**src/hw/blit_pkg.sv**
```systemverilog
// Purpose: Shared constants, types and fixed bitmaps of the pattern fill blit
// Assumes: 32-bit command dwords pushed through one register
// Notes:   Pattern bytes are rows; bit 7 of a byte is the leftmost pixel
// Notes on behaviour
// - loaded command: client 2, opcode 52h, length 07h
// - fixed command: opcode 59h, length 05h, no pattern
// - write only pixels inside clip and destination
// - pattern column is (X plus horizontal seed) mod 8
// - pattern row is (Y plus vertical seed) mod 8
// - header seeds: horizontal 14:12, vertical 10:8
// - one uses foreground, zero background or nothing
// - setup bit 28 set suppresses zero-bit writes
// - dword 7 low pattern half, dword 8 high
// - pattern byte n is scan line n
// - pixel 0 is bit 7, pixel 7 bit 0
// - codes 0 to 5 select the six hatches
// - codes 8 to 11 checker, wide, walking; others reserved
// - seeds shift fixed patterns like loaded ones
// - setup bits 25:24 choose 8, 565, 1555, 32
// - colours use low 8, 16 or 32 bits
// - at 32 bit, bits 21/20 gate alpha/colour
// - pitch signed dwords; tiled pitch has granularity limits
// - corner dwords hold signed Y high, X low
// - setup bit 30 enables clipping
// - fixed command bit 27 applies the bit mask
package blit_pkg;
  // Header fields
  localparam logic [2:0] CLIENT_2D  = 3'h2;
  localparam logic [6:0] OPC_LOADED = 7'h52;
  localparam logic [6:0] OPC_FIXED  = 7'h59;
  localparam logic [7:0] LEN_LOADED = 8'h07;
  localparam logic [7:0] LEN_FIXED  = 8'h05;
  localparam int H_CLI_HI = 31, H_CLI_LO = 29, H_OPC_HI = 28, H_OPC_LO = 22;
  localparam int H_ALPHA = 21, H_RGB = 20, H_FIX_HI = 18, H_FIX_LO = 15;
  localparam int H_HS_HI = 14, H_HS_LO = 12, H_TILE = 11;
  localparam int H_VS_HI = 10, H_VS_LO = 8, H_LEN_HI = 7;
  // Setup dword fields
  localparam int S_CLIP = 30, S_TRANSP = 28, S_BMASK = 27;
  localparam int S_DEP_HI = 25, S_DEP_LO = 24, S_ROP_HI = 23, S_ROP_LO = 16;
  localparam int S_PITCH_HI = 15;
  localparam logic [1:0] DEP_8 = 2'h0, DEP_565 = 2'h1, DEP_1555 = 2'h2;
  localparam logic [1:0] DEP_32 = 2'h3;
  // Packet dword positions
  localparam logic [3:0] DW_SETUP = 4'h1, DW_TL = 4'h2, DW_BR = 4'h3;
  localparam logic [3:0] DW_BASE = 4'h4, DW_BG = 4'h5, DW_FG = 4'h6;
  localparam logic [3:0] DW_PLO = 4'h7, DW_PHI = 4'h8;
  // Tiled pitch granules, in dwords: 512 bytes for X, 128 bytes for Y
  localparam logic [15:0] TILE_X_PITCH_MASK = 16'h007F;
  localparam logic [15:0] TILE_Y_PITCH_MASK = 16'h001F;
  // Register byte offsets
  localparam logic [7:0] REG_CMD = 8'h00, REG_STATUS = 8'h04;
  localparam logic [7:0] REG_CLIP_TL = 8'h08, REG_CLIP_BR = 8'h0C;
  localparam logic [7:0] REG_BITMASK = 8'h10, REG_CTRL = 8'h14;
  localparam int CTRL_TILE_Y = 0, CTRL_CLR_ERR = 1;
  localparam int STAT_BUSY = 0, STAT_ERR = 1, STAT_FSM_LO = 8;
  localparam logic [31:0] RST_BITMASK = 32'hFFFFFFFF;
  localparam logic [2:0]  PIX_MSB = 3'h7;
  // Built-in bitmaps, byte n is row n
  localparam logic [63:0] PAT_FDIAG  = 64'h0102040810204080;
  localparam logic [63:0] PAT_BDIAG  = 64'h8040201008040201;
  localparam logic [63:0] PAT_CROSS  = 64'h08080808FF080808;
  localparam logic [63:0] PAT_DCROSS = 64'h8142241818244281;
  localparam logic [63:0] PAT_CHECK  = 64'hAA55AA55AA55AA55;
  localparam logic [63:0] PAT_WIDE   = 64'h33CC33CC33CC33CC;
  localparam logic [63:0] PAT_WALK1  = 64'h1122448811224488;
  localparam logic [63:0] PAT_WALK0  = 64'hEEDDBB77EEDDBB77;

  typedef enum logic [4:0] {
    S_IDLE = 5'h01, S_COLLECT = 5'h02, S_SETUP = 5'h04,
    S_DRAW = 5'h08, S_WAIT = 5'h10
  } fsm_t;

  // One pixel write toward graphics memory
  typedef struct packed {
    logic [31:0] addr;
    logic [31:0] data;
    logic [3:0]  be;
    logic [31:0] bitmask;
    logic [7:0]  rop;
  } mem_cmd_t;

  typedef struct packed {
    fsm_t              st;
    logic [31:0]       hdr, setup, tl, br, base, bg, fg;
    logic [63:0]       pat;
    logic [3:0]        idx, last_idx;
    logic signed [15:0] x, y, xs, xe, ye;
    logic [31:0]       clip_tl, clip_br, bitmask;
    logic              tile_y, err, av_wait, req, pix_bit;
    logic [31:0]       rdata;
    mem_cmd_t          cmd;
  } blit_state_t;

  // Byte-lane merge for register writes
  function automatic logic [31:0] merge_be(input logic [31:0] old_v,
      input logic [31:0] new_v, input logic [3:0] be);
    logic [31:0] r;
    r = old_v;
    for (int i = 0; i < 4; i++) begin
      if (be[i]) begin
        r[i*8 +: 8] = new_v[i*8 +: 8];
      end
    end
    return r;
  endfunction
endpackage

```
**src/hw/mono_pattern_fill_blit.sv**
```systemverilog
// Purpose: Executes loaded and fixed monochrome 8x8 pattern fill commands
// Assumes: Avalon-MM slave, byte addresses, one word per register
// Notes:   Pixels leave as single word writes with lane enables and ROP code
//
// Implementation choices: the Avalon-MM interface to the registers and the address map.
module mono_pattern_fill_blit #(
  parameter logic [63:0] HATCH_H_BITS = 64'h00000000FF000000,
  parameter logic [63:0] HATCH_V_BITS = 64'h0808080808080808
) (
  input  wire logic               core_clk_i,
  input  wire logic               rst_i,
  input  wire logic [7:0]         avs_address_i,
  input  wire logic               avs_read_i,
  input  wire logic               avs_write_i,
  input  wire logic [31:0]        avs_writedata_i,
  input  wire logic [3:0]         avs_byteenable_i,
  output logic                    avs_waitrequest_o,
  output logic [31:0]             avs_readdata_o,
  input  wire logic               mem_ack_i,
  output logic                    mem_req_o,
  output blit_pkg::mem_cmd_t      mem_cmd_o
);
  import blit_pkg::*;

  blit_state_t q;                 // All registered state
  blit_state_t n;                 // Next value of q
  logic        acc_wr;            // Write takes effect this edge
  logic        cmd_stall;         // Command push while drawing
  logic        err_set;           // Malformed packet seen
  logic        err_clr;           // Software clear request
  logic        hdr_ok;            // Header decodes to a known command
  logic        is_fixed;          // Current packet is the fixed variant
  logic        step;              // Advance to next pixel
  logic [64:0] fixed_sel;         // {valid, bitmap} for fixed code
  logic [31:0] merged;            // Write data merged by byte enables
  logic [15:0] pitch;             // Destination pitch field
  logic signed [15:0] lo_x, lo_y, hi_x, hi_y;  // Effective draw bounds
  logic [2:0]  prow, pcol;        // Pattern row and column
  logic [7:0]  pbyte;             // Selected pattern scan line
  logic        pbit;              // Pattern bit for this pixel
  logic [31:0] color;             // Colour fed to the raster op
  logic [31:0] yoff, addr;        // Byte offset of row, pixel address
  logic [1:0]  depth;             // Pixel depth code

  // Built-in bitmap table; horizontal and vertical hatch grids come from parameters
  always_comb begin
    unique case (q.hdr[H_FIX_HI:H_FIX_LO])
      4'h0: fixed_sel = {1'b1, HATCH_H_BITS};
      4'h1: fixed_sel = {1'b1, HATCH_V_BITS};
      4'h2: fixed_sel = {1'b1, PAT_FDIAG};
      4'h3: fixed_sel = {1'b1, PAT_BDIAG};
      4'h4: fixed_sel = {1'b1, PAT_CROSS};
      4'h5: fixed_sel = {1'b1, PAT_DCROSS};
      4'h8: fixed_sel = {1'b1, PAT_CHECK};
      4'h9: fixed_sel = {1'b1, PAT_WIDE};
      4'hA: fixed_sel = {1'b1, PAT_WALK1};
      4'hB: fixed_sel = {1'b1, PAT_WALK0};
      // Reserved codes are refused, never drawn
      default: fixed_sel = {1'b0, 64'h0};
    endcase
  end

  // Pixel datapath: pattern lookup, colour and address
  always_comb begin
    depth = q.setup[S_DEP_HI:S_DEP_LO];
    pitch = q.setup[S_PITCH_HI:0];
    // Three-bit sums wrap, giving modulo 8 even for negative coordinates
    prow  = q.y[2:0] + q.hdr[H_VS_HI:H_VS_LO];
    pcol  = q.x[2:0] + q.hdr[H_HS_HI:H_HS_LO];
    pbyte = q.pat[{prow, 3'h0} +: 8];
    pbit  = pbyte[PIX_MSB - pcol];
    color = pbit ? q.fg : q.bg;
    // Signed pitch in dwords; tiled surfaces use the same row stride
    yoff  = 32'($signed(q.y) * $signed(pitch)) << 2;
    addr  = q.base + yoff;
    unique case (depth)
      DEP_8:   addr = addr + 32'($signed(q.x));
      DEP_565,
      DEP_1555: addr = addr + (32'($signed(q.x)) << 1);
      DEP_32:  addr = addr + (32'($signed(q.x)) << 2);
    endcase
  end

  // Command decode, register file, fill walk
  always_comb begin
    n         = q;
    err_set   = 1'b0;
    step      = 1'b0;
    lo_x      = '0;
    lo_y      = '0;
    hi_x      = '0;
    hi_y      = '0;
    is_fixed  = (q.hdr[H_OPC_HI:H_OPC_LO] == OPC_FIXED);
    merged    = '0;
    // Commands are held off with waitrequest while a fill is running
    cmd_stall = avs_write_i && (avs_address_i == REG_CMD) &&
                !(q.st inside {S_IDLE, S_COLLECT});
    acc_wr    = avs_write_i && !q.av_wait;
    err_clr   = 1'b0;
    hdr_ok    = (avs_writedata_i[H_CLI_HI:H_CLI_LO] == CLIENT_2D) && (
      ((avs_writedata_i[H_OPC_HI:H_OPC_LO] == OPC_LOADED) &&
       (avs_writedata_i[H_LEN_HI:0] == LEN_LOADED)) ||
      ((avs_writedata_i[H_OPC_HI:H_OPC_LO] == OPC_FIXED) &&
       (avs_writedata_i[H_LEN_HI:0] == LEN_FIXED)));

    // Answer one cycle after the request is seen, for a single cycle
    n.av_wait = 1'b1;
    if (q.av_wait && (avs_read_i || avs_write_i) && !cmd_stall) begin
      n.av_wait = 1'b0;
      unique case (avs_address_i)
        REG_STATUS:  n.rdata = 32'({q.st, 6'h0, q.err,
                                    !(q.st inside {S_IDLE, S_COLLECT})});
        REG_CLIP_TL: n.rdata = q.clip_tl;
        REG_CLIP_BR: n.rdata = q.clip_br;
        REG_BITMASK: n.rdata = q.bitmask;
        REG_CTRL:    n.rdata = 32'(q.tile_y);
        // Command port and unmapped offsets read as zero
        default:     n.rdata = '0;
      endcase
    end

    // Register writes other than command pushes honour byte enables
    if (acc_wr) begin
      unique case (avs_address_i)
        REG_CLIP_TL: n.clip_tl = merge_be(q.clip_tl, avs_writedata_i,
                                          avs_byteenable_i);
        REG_CLIP_BR: n.clip_br = merge_be(q.clip_br, avs_writedata_i,
                                          avs_byteenable_i);
        REG_BITMASK: n.bitmask = merge_be(q.bitmask, avs_writedata_i,
                                          avs_byteenable_i);
        REG_CTRL: begin
          merged   = merge_be(32'(q.tile_y), avs_writedata_i,
                              avs_byteenable_i);
          n.tile_y = merged[CTRL_TILE_Y];
          err_clr  = merged[CTRL_CLR_ERR];
        end
        default: ;
      endcase
    end

    unique case (q.st)
      // Expect a header dword
      S_IDLE: begin
        if (acc_wr && avs_address_i == REG_CMD) begin
          if (hdr_ok) begin
            n.hdr      = avs_writedata_i;
            n.idx      = DW_SETUP;
            // Total dwords is length plus two; last index is length plus one
            n.last_idx = 4'(avs_writedata_i[H_LEN_HI:0]) + 4'h1;
            n.st       = S_COLLECT;
          end else begin
            err_set = 1'b1;  // Unknown header is dropped
          end
        end
      end
      // Gather the body dwords in packet order
      S_COLLECT: begin
        if (acc_wr && avs_address_i == REG_CMD) begin
          unique case (q.idx)
            DW_SETUP: n.setup = avs_writedata_i;
            DW_TL:    n.tl    = avs_writedata_i;
            DW_BR:    n.br    = avs_writedata_i;
            DW_BASE:  n.base  = avs_writedata_i;
            DW_BG:    n.bg    = avs_writedata_i;
            DW_FG:    n.fg    = avs_writedata_i;
            DW_PLO:   n.pat[31:0]  = avs_writedata_i;
            DW_PHI:   n.pat[63:32] = avs_writedata_i;
            default: ;
          endcase
          n.idx = q.idx + 4'h1;
          if (q.idx == q.last_idx) begin
            n.st = S_SETUP;
          end
        end
      end
      // Bounds, clipping, pattern source and legality
      S_SETUP: begin
        lo_x = $signed(q.tl[15:0]);
        lo_y = $signed(q.tl[31:16]);
        hi_x = $signed(q.br[15:0]);
        hi_y = $signed(q.br[31:16]);
        // Negative starts clip to zero even without a clip rectangle
        if (lo_x < 0) lo_x = '0;
        if (lo_y < 0) lo_y = '0;
        if (q.setup[S_CLIP]) begin
          if (lo_x < $signed(q.clip_tl[15:0])) lo_x = $signed(q.clip_tl[15:0]);
          if (lo_y < $signed(q.clip_tl[31:16]))
            lo_y = $signed(q.clip_tl[31:16]);
          if (hi_x > $signed(q.clip_br[15:0])) hi_x = $signed(q.clip_br[15:0]);
          if (hi_y > $signed(q.clip_br[31:16]))
            hi_y = $signed(q.clip_br[31:16]);
        end
        n.xs = lo_x;
        n.xe = hi_x;
        n.ye = hi_y;
        n.x  = lo_x;
        n.y  = lo_y;
        if (is_fixed) begin
          n.pat = fixed_sel[63:0];
        end
        if (is_fixed && !fixed_sel[64]) begin
          err_set = 1'b1;
          n.st    = S_IDLE;
        end else if (q.hdr[H_TILE] && (pitch[S_PITCH_HI] ||
                     ((pitch & (q.tile_y ? TILE_Y_PITCH_MASK
                                         : TILE_X_PITCH_MASK)) != '0))) begin
          err_set = 1'b1;
          n.st    = S_IDLE;
        end else if (lo_x >= hi_x || lo_y >= hi_y) begin
          n.st = S_IDLE;
        end else begin
          n.st = S_DRAW;
        end
      end
      // One pixel per visit; transparent zeros are skipped
      S_DRAW: begin
        if (!pbit && q.setup[S_TRANSP]) begin
          step = 1'b1;
        end else begin
          n.req         = 1'b1;
          n.pix_bit     = pbit;
          n.st          = S_WAIT;
          n.cmd.addr    = addr;
          n.cmd.rop     = q.setup[S_ROP_HI:S_ROP_LO];
          n.cmd.bitmask = (is_fixed && q.setup[S_BMASK]) ? q.bitmask
                                                         : RST_BITMASK;
          unique case (depth)
            DEP_8: begin
              n.cmd.data = {4{color[7:0]}};
              n.cmd.be   = 4'h1 << addr[1:0];
            end
            DEP_565, DEP_1555: begin
              n.cmd.data = {2{color[15:0]}};
              n.cmd.be   = addr[1] ? 4'hC : 4'h3;
            end
            DEP_32: begin
              n.cmd.data = color;
              n.cmd.be   = {q.hdr[H_ALPHA], {3{q.hdr[H_RGB]}}};
            end
          endcase
        end
      end
      // Hold the write until memory takes it
      S_WAIT: begin
        if (mem_ack_i) begin
          n.req = 1'b0;
          step  = 1'b1;
        end
      end
    endcase

    // Raster walk, left to right then top to bottom, ends exclusive
    if (step) begin
      n.st = S_DRAW;
      if (q.x + 16'sh1 >= q.xe) begin
        n.x = q.xs;
        n.y = q.y + 16'sh1;
        if (q.y + 16'sh1 >= q.ye) begin
          n.st = S_IDLE;
        end
      end else begin
        n.x = q.x + 16'sh1;
      end
    end

    // A fresh error wins over a clear in the same cycle
    n.err = (q.err && !err_clr) || err_set;
  end

  // State register
  always_ff @(posedge core_clk_i or posedge rst_i) begin
    if (rst_i) begin
      q         <= '0;
      q.st      <= S_IDLE;
      q.av_wait <= 1'b1;
      q.bitmask <= RST_BITMASK;
    end else begin
      q <= n;
    end
  end

  assign avs_waitrequest_o = q.av_wait;
  assign avs_readdata_o    = q.rdata;
  assign mem_req_o         = q.req;
  assign mem_cmd_o         = q.cmd;
endmodule

```
**config.mk**
```make
export PLATFORM = sky130hd
export DESIGN_NAME = mono_pattern_fill_blit
export DESIGN_NICKNAME = d
export VERILOG_FILES = /design/src/hw/blit_pkg.sv /design/src/hw/mono_pattern_fill_blit.sv
export SDC_FILE = /design/constraint.sdc
export NUM_CORES = 2
export LEC_CHECK = 0
export BUFFER_PORTS_ARGS = -buffer_cell sky130_fd_sc_hd__buf_2
export CORE_MARGIN = 1
export CORE_UTILIZATION = 28
export DETAILED_ROUTE_END_ITERATION = 16
export PLACE_DENSITY = 0.47
export REMOVE_ABC_BUFFERS = 1
export SKIP_LAST_GASP = 1
export SLEW_MARGIN = 20
export SYNTH_ARGS = -nofsm -noshare
export SYNTH_HDL_FRONTEND = slang
export SYNTH_SLANG_ARGS = --single-unit
```
**constraint.sdc**
```tcl
create_clock -name core_clk_i -period 34.9 [get_ports core_clk_i]
set_input_delay 3.49 -clock core_clk_i [delete_from_list [all_inputs] [get_ports core_clk_i]]
set_output_delay 3.49 -clock core_clk_i [all_outputs]
set_load 0.005 [all_outputs]
```
* Yosys cells after proc, flatten, opt, wreduce, memory -nomap -nowiden
Memories as Yosys holds them, arrays and structs flattened.
Index checks and enable logic that the tools add are counted.
** Word-level totals
- Memory bits (writable) :: 0
- Memories kept :: 1
- Output and inout bits :: 142
- Bits in read-only memories :: 1040
- Input bits :: 49
- Register bits :: 622
- Bits in latches :: 0
** Memory list
- (name not given) :: depth 16, bits a word 65, read ports 1, clocked after Yosys merged registers in 0, wr ports 0, line mono_pattern_fill_blit.sv:47 : unique case (q.hdr[H_FIX_HI:H_FIX_LO])
** Cells by class
- $mul :: 1
- $add $sub $neg :: 11
- Equality and inequality tests :: 41
- Div/mod/pow operators :: 0
- Bitwise operators :: 2
- Reduce and logical (&&, ||, !) cells :: 60
- $lt $le $gt $ge :: 11
- Shifts and indexed selects :: 2
- Multiplexer cells :: 64
** Operators by type and width (count)
- $mux 16 :: 18
- $mux 32 :: 5
- $pmux 32 s5 :: 1
- $add 32x32->32 :: 4
- $pmux 64 s2 :: 1
- $pmux 36 s3 :: 1
- $pmux 32 s3 :: 1
- $mux 80 :: 1
- $mux 37 :: 2
- $mux 68 :: 1
- $ge 16x16->1 :: 4
- $mux 64 :: 1
- $shiftx 64x7->8 :: 1
- $reduce_and 3->1 :: 21
- $mux 5 :: 7
- $add 16x2->16 const B :: 2
- $gt 16x16->1 :: 2
- $lt 16x1->1 const B :: 2
- $lt 16x16->1 :: 2
- $mul 16x16->30 :: 1
- $eq 8x3->1 const B :: 3
- $eq 7x7->1 const B :: 3
- $pmux 5 s4 :: 1
- $and 16x7->16 :: 1
- 45 further kinds :: 106

* Longest topological paths before layout
- Depth in word-level cells :: 14
- Gate-level depth with buffers :: 44
- Gate-level depth less buffers :: 40

* Least setup slack after synthesis
OpenSTA, ideal clock, no wires.
- Kind :: reg2reg
- Start point :: register q[296] in the netlist's numbering
- End point :: register q, in the netlist mem_cmd_o[107]
- Library setup time :: 134 ps
- Path slack :: 25984 ps
- Period minus slack after synthesis :: 8916 ps
- Stages on the path, launching flop included :: 44
- Data arrival time :: 8782 ps
- Path through :: dfrtp_1 clkbuf_1 clkbuf_1 nand2_1 fa_1 inv_1 fa_1 inv_1 fa_1 inv_1 fa_1 fa_1 inv_1 fa_1 inv_1 ha_1 o21a_1 o21a_1 [... 8 more ...] nand4_1 a21oi_1 nor3_1 o31ai_1 a21oi_1 xnor2_1 ha_1 clkbuf_1 nand2_1 nor2_1 nand3_1 or2_2 nor2_1 inv_1 o2bb2ai_1 a22o_1 o2111ai_1 o211ai_1
** On the way
- Cells in the longest elaborated chain, start to end :: 4
- Elaborated cells between the ends (all ways) :: 6
- Classes of those cells :: add/sub (4); mul (1); mux (1)
** RTL lines
- start, declared :: line mono_pattern_fill_blit.sv:25 : blit_state_t q;
- start signal, assigned :: line mono_pattern_fill_blit.sv:278 : q <= n;
- $mul 16x16->30 (*) :: line mono_pattern_fill_blit.sv:74 : yoff = 32'($signed(q.y) * $signed(pitch)) << 2;
- $add 32x32->32 (*) :: line mono_pattern_fill_blit.sv:75 : addr = q.base + yoff;
- $add 32x32->32, on equally long branches :: line mono_pattern_fill_blit.sv:80, mono_pattern_fill_blit.sv:77, mono_pattern_fill_blit.sv:79
- $pmux 32 s3 (*) :: line mono_pattern_fill_blit.sv:76 : unique case (depth)
Mark *: on every way between the ends. The rest lies on a longest branch, timed or not.
A chain may end at the register's enable or synchronous reset.

* Worst setup path after layout
- Start point :: register q[298] in the netlist's numbering
- End point :: register q, in the netlist mem_cmd_o[107]
Same word-level chain as after synthesis.

==> results.cfg <==
[clock_tree]
cts_tree = yes
numCtsBuffers = 76
clock-sinks = 606
cts_max_level = 3
clockBufferDepth = 3
cts_setup_buffers = 0
path_clk_slew_ns = 0.06
ctsResizeCount = 0
postCtsHoldBufs = 0
clk_latency_ns = 0.72
root_buffer = clkbuf_16

[setup_path]
cp-end-kind = flip-flop
critPathMaxFanout = 20
path_common_cell = fa_1
max_stage_delay_ns = 0.86
crit_required_ns = 35.45
cp.arrival_ns = 10.50
critPathTopFamily = adder cells
critPathKind = flip-flop to flip-flop
crit_slowest_cell = dfrtp_1
cp_num_buf_inv = 4
start_kind = flip-flop

[timing]
worstMarginPinSlew_ns = 1.167
post-route-period-util_pct = 28.51
slew_violations = 0
hold_slack_ns = 0.4613
fin_worst_skew_ns = 0.05864
timing.final.crit_period_ns = 9.949
hold_viol = 0
rsz0062_at_grt = false
slew_headroom_pct = 21.93
setup_viol = 0
fin_tns_setup_ns = 0
max_freq_ghz = 0.1005

[detailed_routing]
avgViaCountPerCell = 4.889
ant_nets = 0
drc = 0
routed_wl_microns = 150200
wire_per_inst_microns = 21.57
dr.pass1.iters = 8
num_vias = 34030
drt_iter0_markers = 2421

[finish]
areaGrowthSynthToFinish_pct = 10.41
drive_gt1_share_pct = 15.81
fin_nets = 5341
fin_cells = 6961
layout_commonest_cell = dfrtp_1
final_cell_mix = 572 x dfrtp_1, 546 x nand2_1, 448 x inv_1

[floorplan]
dieArea_sq_mm = 0.1662
rows = 148
io_pins = 191
die_h_microns = 407.7
fp.dieW_microns = 407.7
coreArea_sq_mm = 0.1631
start_util_pct = 28.25

[logic_synthesis]
yosysWarnings = 0
yosysSeqAreaShare_pct = 32.99
synth-edff-count = 0
ys_top_cells_by_area = dfrtp_1 31%, fa_1 11%, ha_1 8.6%
synth_mux_area_share_pct = 11.09
synthAdderAreaFrac_pct = 19.58
synthXorXnorAreaFrac_pct = 3.263
synth-seq-cells = 606
synthCells = 4786
yosysTopAreaCellShare_pct = 31.05
avgSynthCellArea_sq_um = 9.631
synth_top_family_by_area = adder cells
ys_async_sr_fraction_pct = 100.0
synthFlopType = dfrtp_1
synth_area_sq_mm = 0.04609
synth.distinct_cells = 84
synth-compound-area-share_pct = 12.84
synth_top_area_cell = dfrtp_1
synth-simple-area-share_pct = 12.05

[placed_design]
dp.cells = 6820
io_buffer_count = 190
post-dp-hpwl_microns = 110400
gp_congestion = 0.8768

[run_status]
status = completed

[global_route]
grt_pass1_vias = 34470
grt_first_pass_wirelength_microns = 226700
grt_max_degree = 117
track_usage_pct = 17.88
antenna_found_initial = 20
overflow = 0

[pwr]
ir_worst_vdd_mv = 0.03308
leakagePower_uw = 0.02525
power.density_mw_per_mm2 = 31.53

[run]
cap_violations = 0

[worst_hold_path]
hold_path_class = flip-flop to flip-flop
## area by class of cell
class	count	area, sq um
diodes	3	7.507
clock buffers	110	2230
clock inverters	28	465.4
fillers	17000	112200
inverters	451	1700
multi-input cells	3341	27180
flip-flops and latches	606	15210
well taps	2175	2721
repair buffers	247	1379
## where the power goes
part           internal [uW]  leakage [uW]  switching [uW]  total (uW)
registers                706       0.00807            2.42         708
logic                   9.31        0.0159            42.7        52.0
clock network            496       0.00132             349         844
## per-stage QoR
step                util, %  total power, uW  worst slack (ns)  cell area, sq um
floorplan                 -            741.2             14.50             44010
global placement      29.54            774.7             25.20             48190
detailed placement    29.54            775.0             25.08             48190
CTS                   31.19             1632             25.04             50890
global route          31.19             1658             24.23             50890
finish                31.20             1605             24.95             50890
## metal layers
metal  track usage, %  vias to the layer above  wire length, microns  part of all wire [%]
li1                 -                    15980                     -                     -
met1            25.99                    17090                 72930                    49
met2            27.85                      783                 66410                    44
met3            2.125                      170                  7084                   4.7
met4            4.699                        4                  3709                   2.5
met5                0                        -                    23                 0.015
## kinds of logic (layout without fill, tap and decap cells)
| kind of cell | Yosys count | after routing |
|---|---|---|
| simple gates | 1191 | 1191 |
| compound gates | 947 | 947 |
| buf+inv | 839 | 836 |
| flops | 606 | 606 |
| fa+ha+maj | 569 | 569 |
| mux | 464 | 464 |
| xor+xnor | 170 | 170 |
| other cells | 0 | 3 |
## cells in the mapped netlist (20+ instances only)
library cell	instances
dfrtp_1	572
o21ai_0	341
mux2i_1	152
xor2_1	54
o211ai_1	32
inv_1	449
nand4_1	33
buf_1	20
a31oi_1	22
xnor2_1	115
mux2_2	301
nand3_1	48
a21oi_1	204
ha_1	315
o221ai_1	21
nor3_1	36
dfstp_2	34
buf_4	149
a21o_1	48
nor2_1	184
a211oi_1	29
nand2b_1	51
nand2_1	551
nor2b_1	70
clkbuf_1	193
and2_1	139
o21a_1	80
fa_1	254
## final timing paths
check / from / end / slack, ns / depth (start not counted)
worst max-delay path: q[298] / mem_cmd_o[107] / 24.95 / 38
worst min-delay path: q[571] / mem_cmd_o[2] / 0.46 / 2
worst max register to register: q[298] / mem_cmd_o[107] / 24.95 / 38
worst min register to register: q[571] / mem_cmd_o[2] / 0.46 / 2
max in group asynchronous: rst_i / mem_cmd_o[0] / 28.81 / 5
min in group asynchronous: rst_i / mem_cmd_o[22] / 2.94 / 2
## sequential cells by signal, indices dropped and copies added, names as in the netlist
register	flops
avs_readdata_o	32
avs_waitrequest_o	1
depth	2
mem_cmd_o	108
mem_req_o	1
pitch	16
q	446
## worst register-to-register path: cells and delay by family, from the launching register on
family,cells,cell delay [ns]
compound gates,14,2.70
xor+xnor,2,0.23
fa+ha+maj,9,4.28
buf+inv,4,0.21
flops,1,0.86
simple gates,9,1.54
No activity file was read; power rests on OpenSTA's default activity.
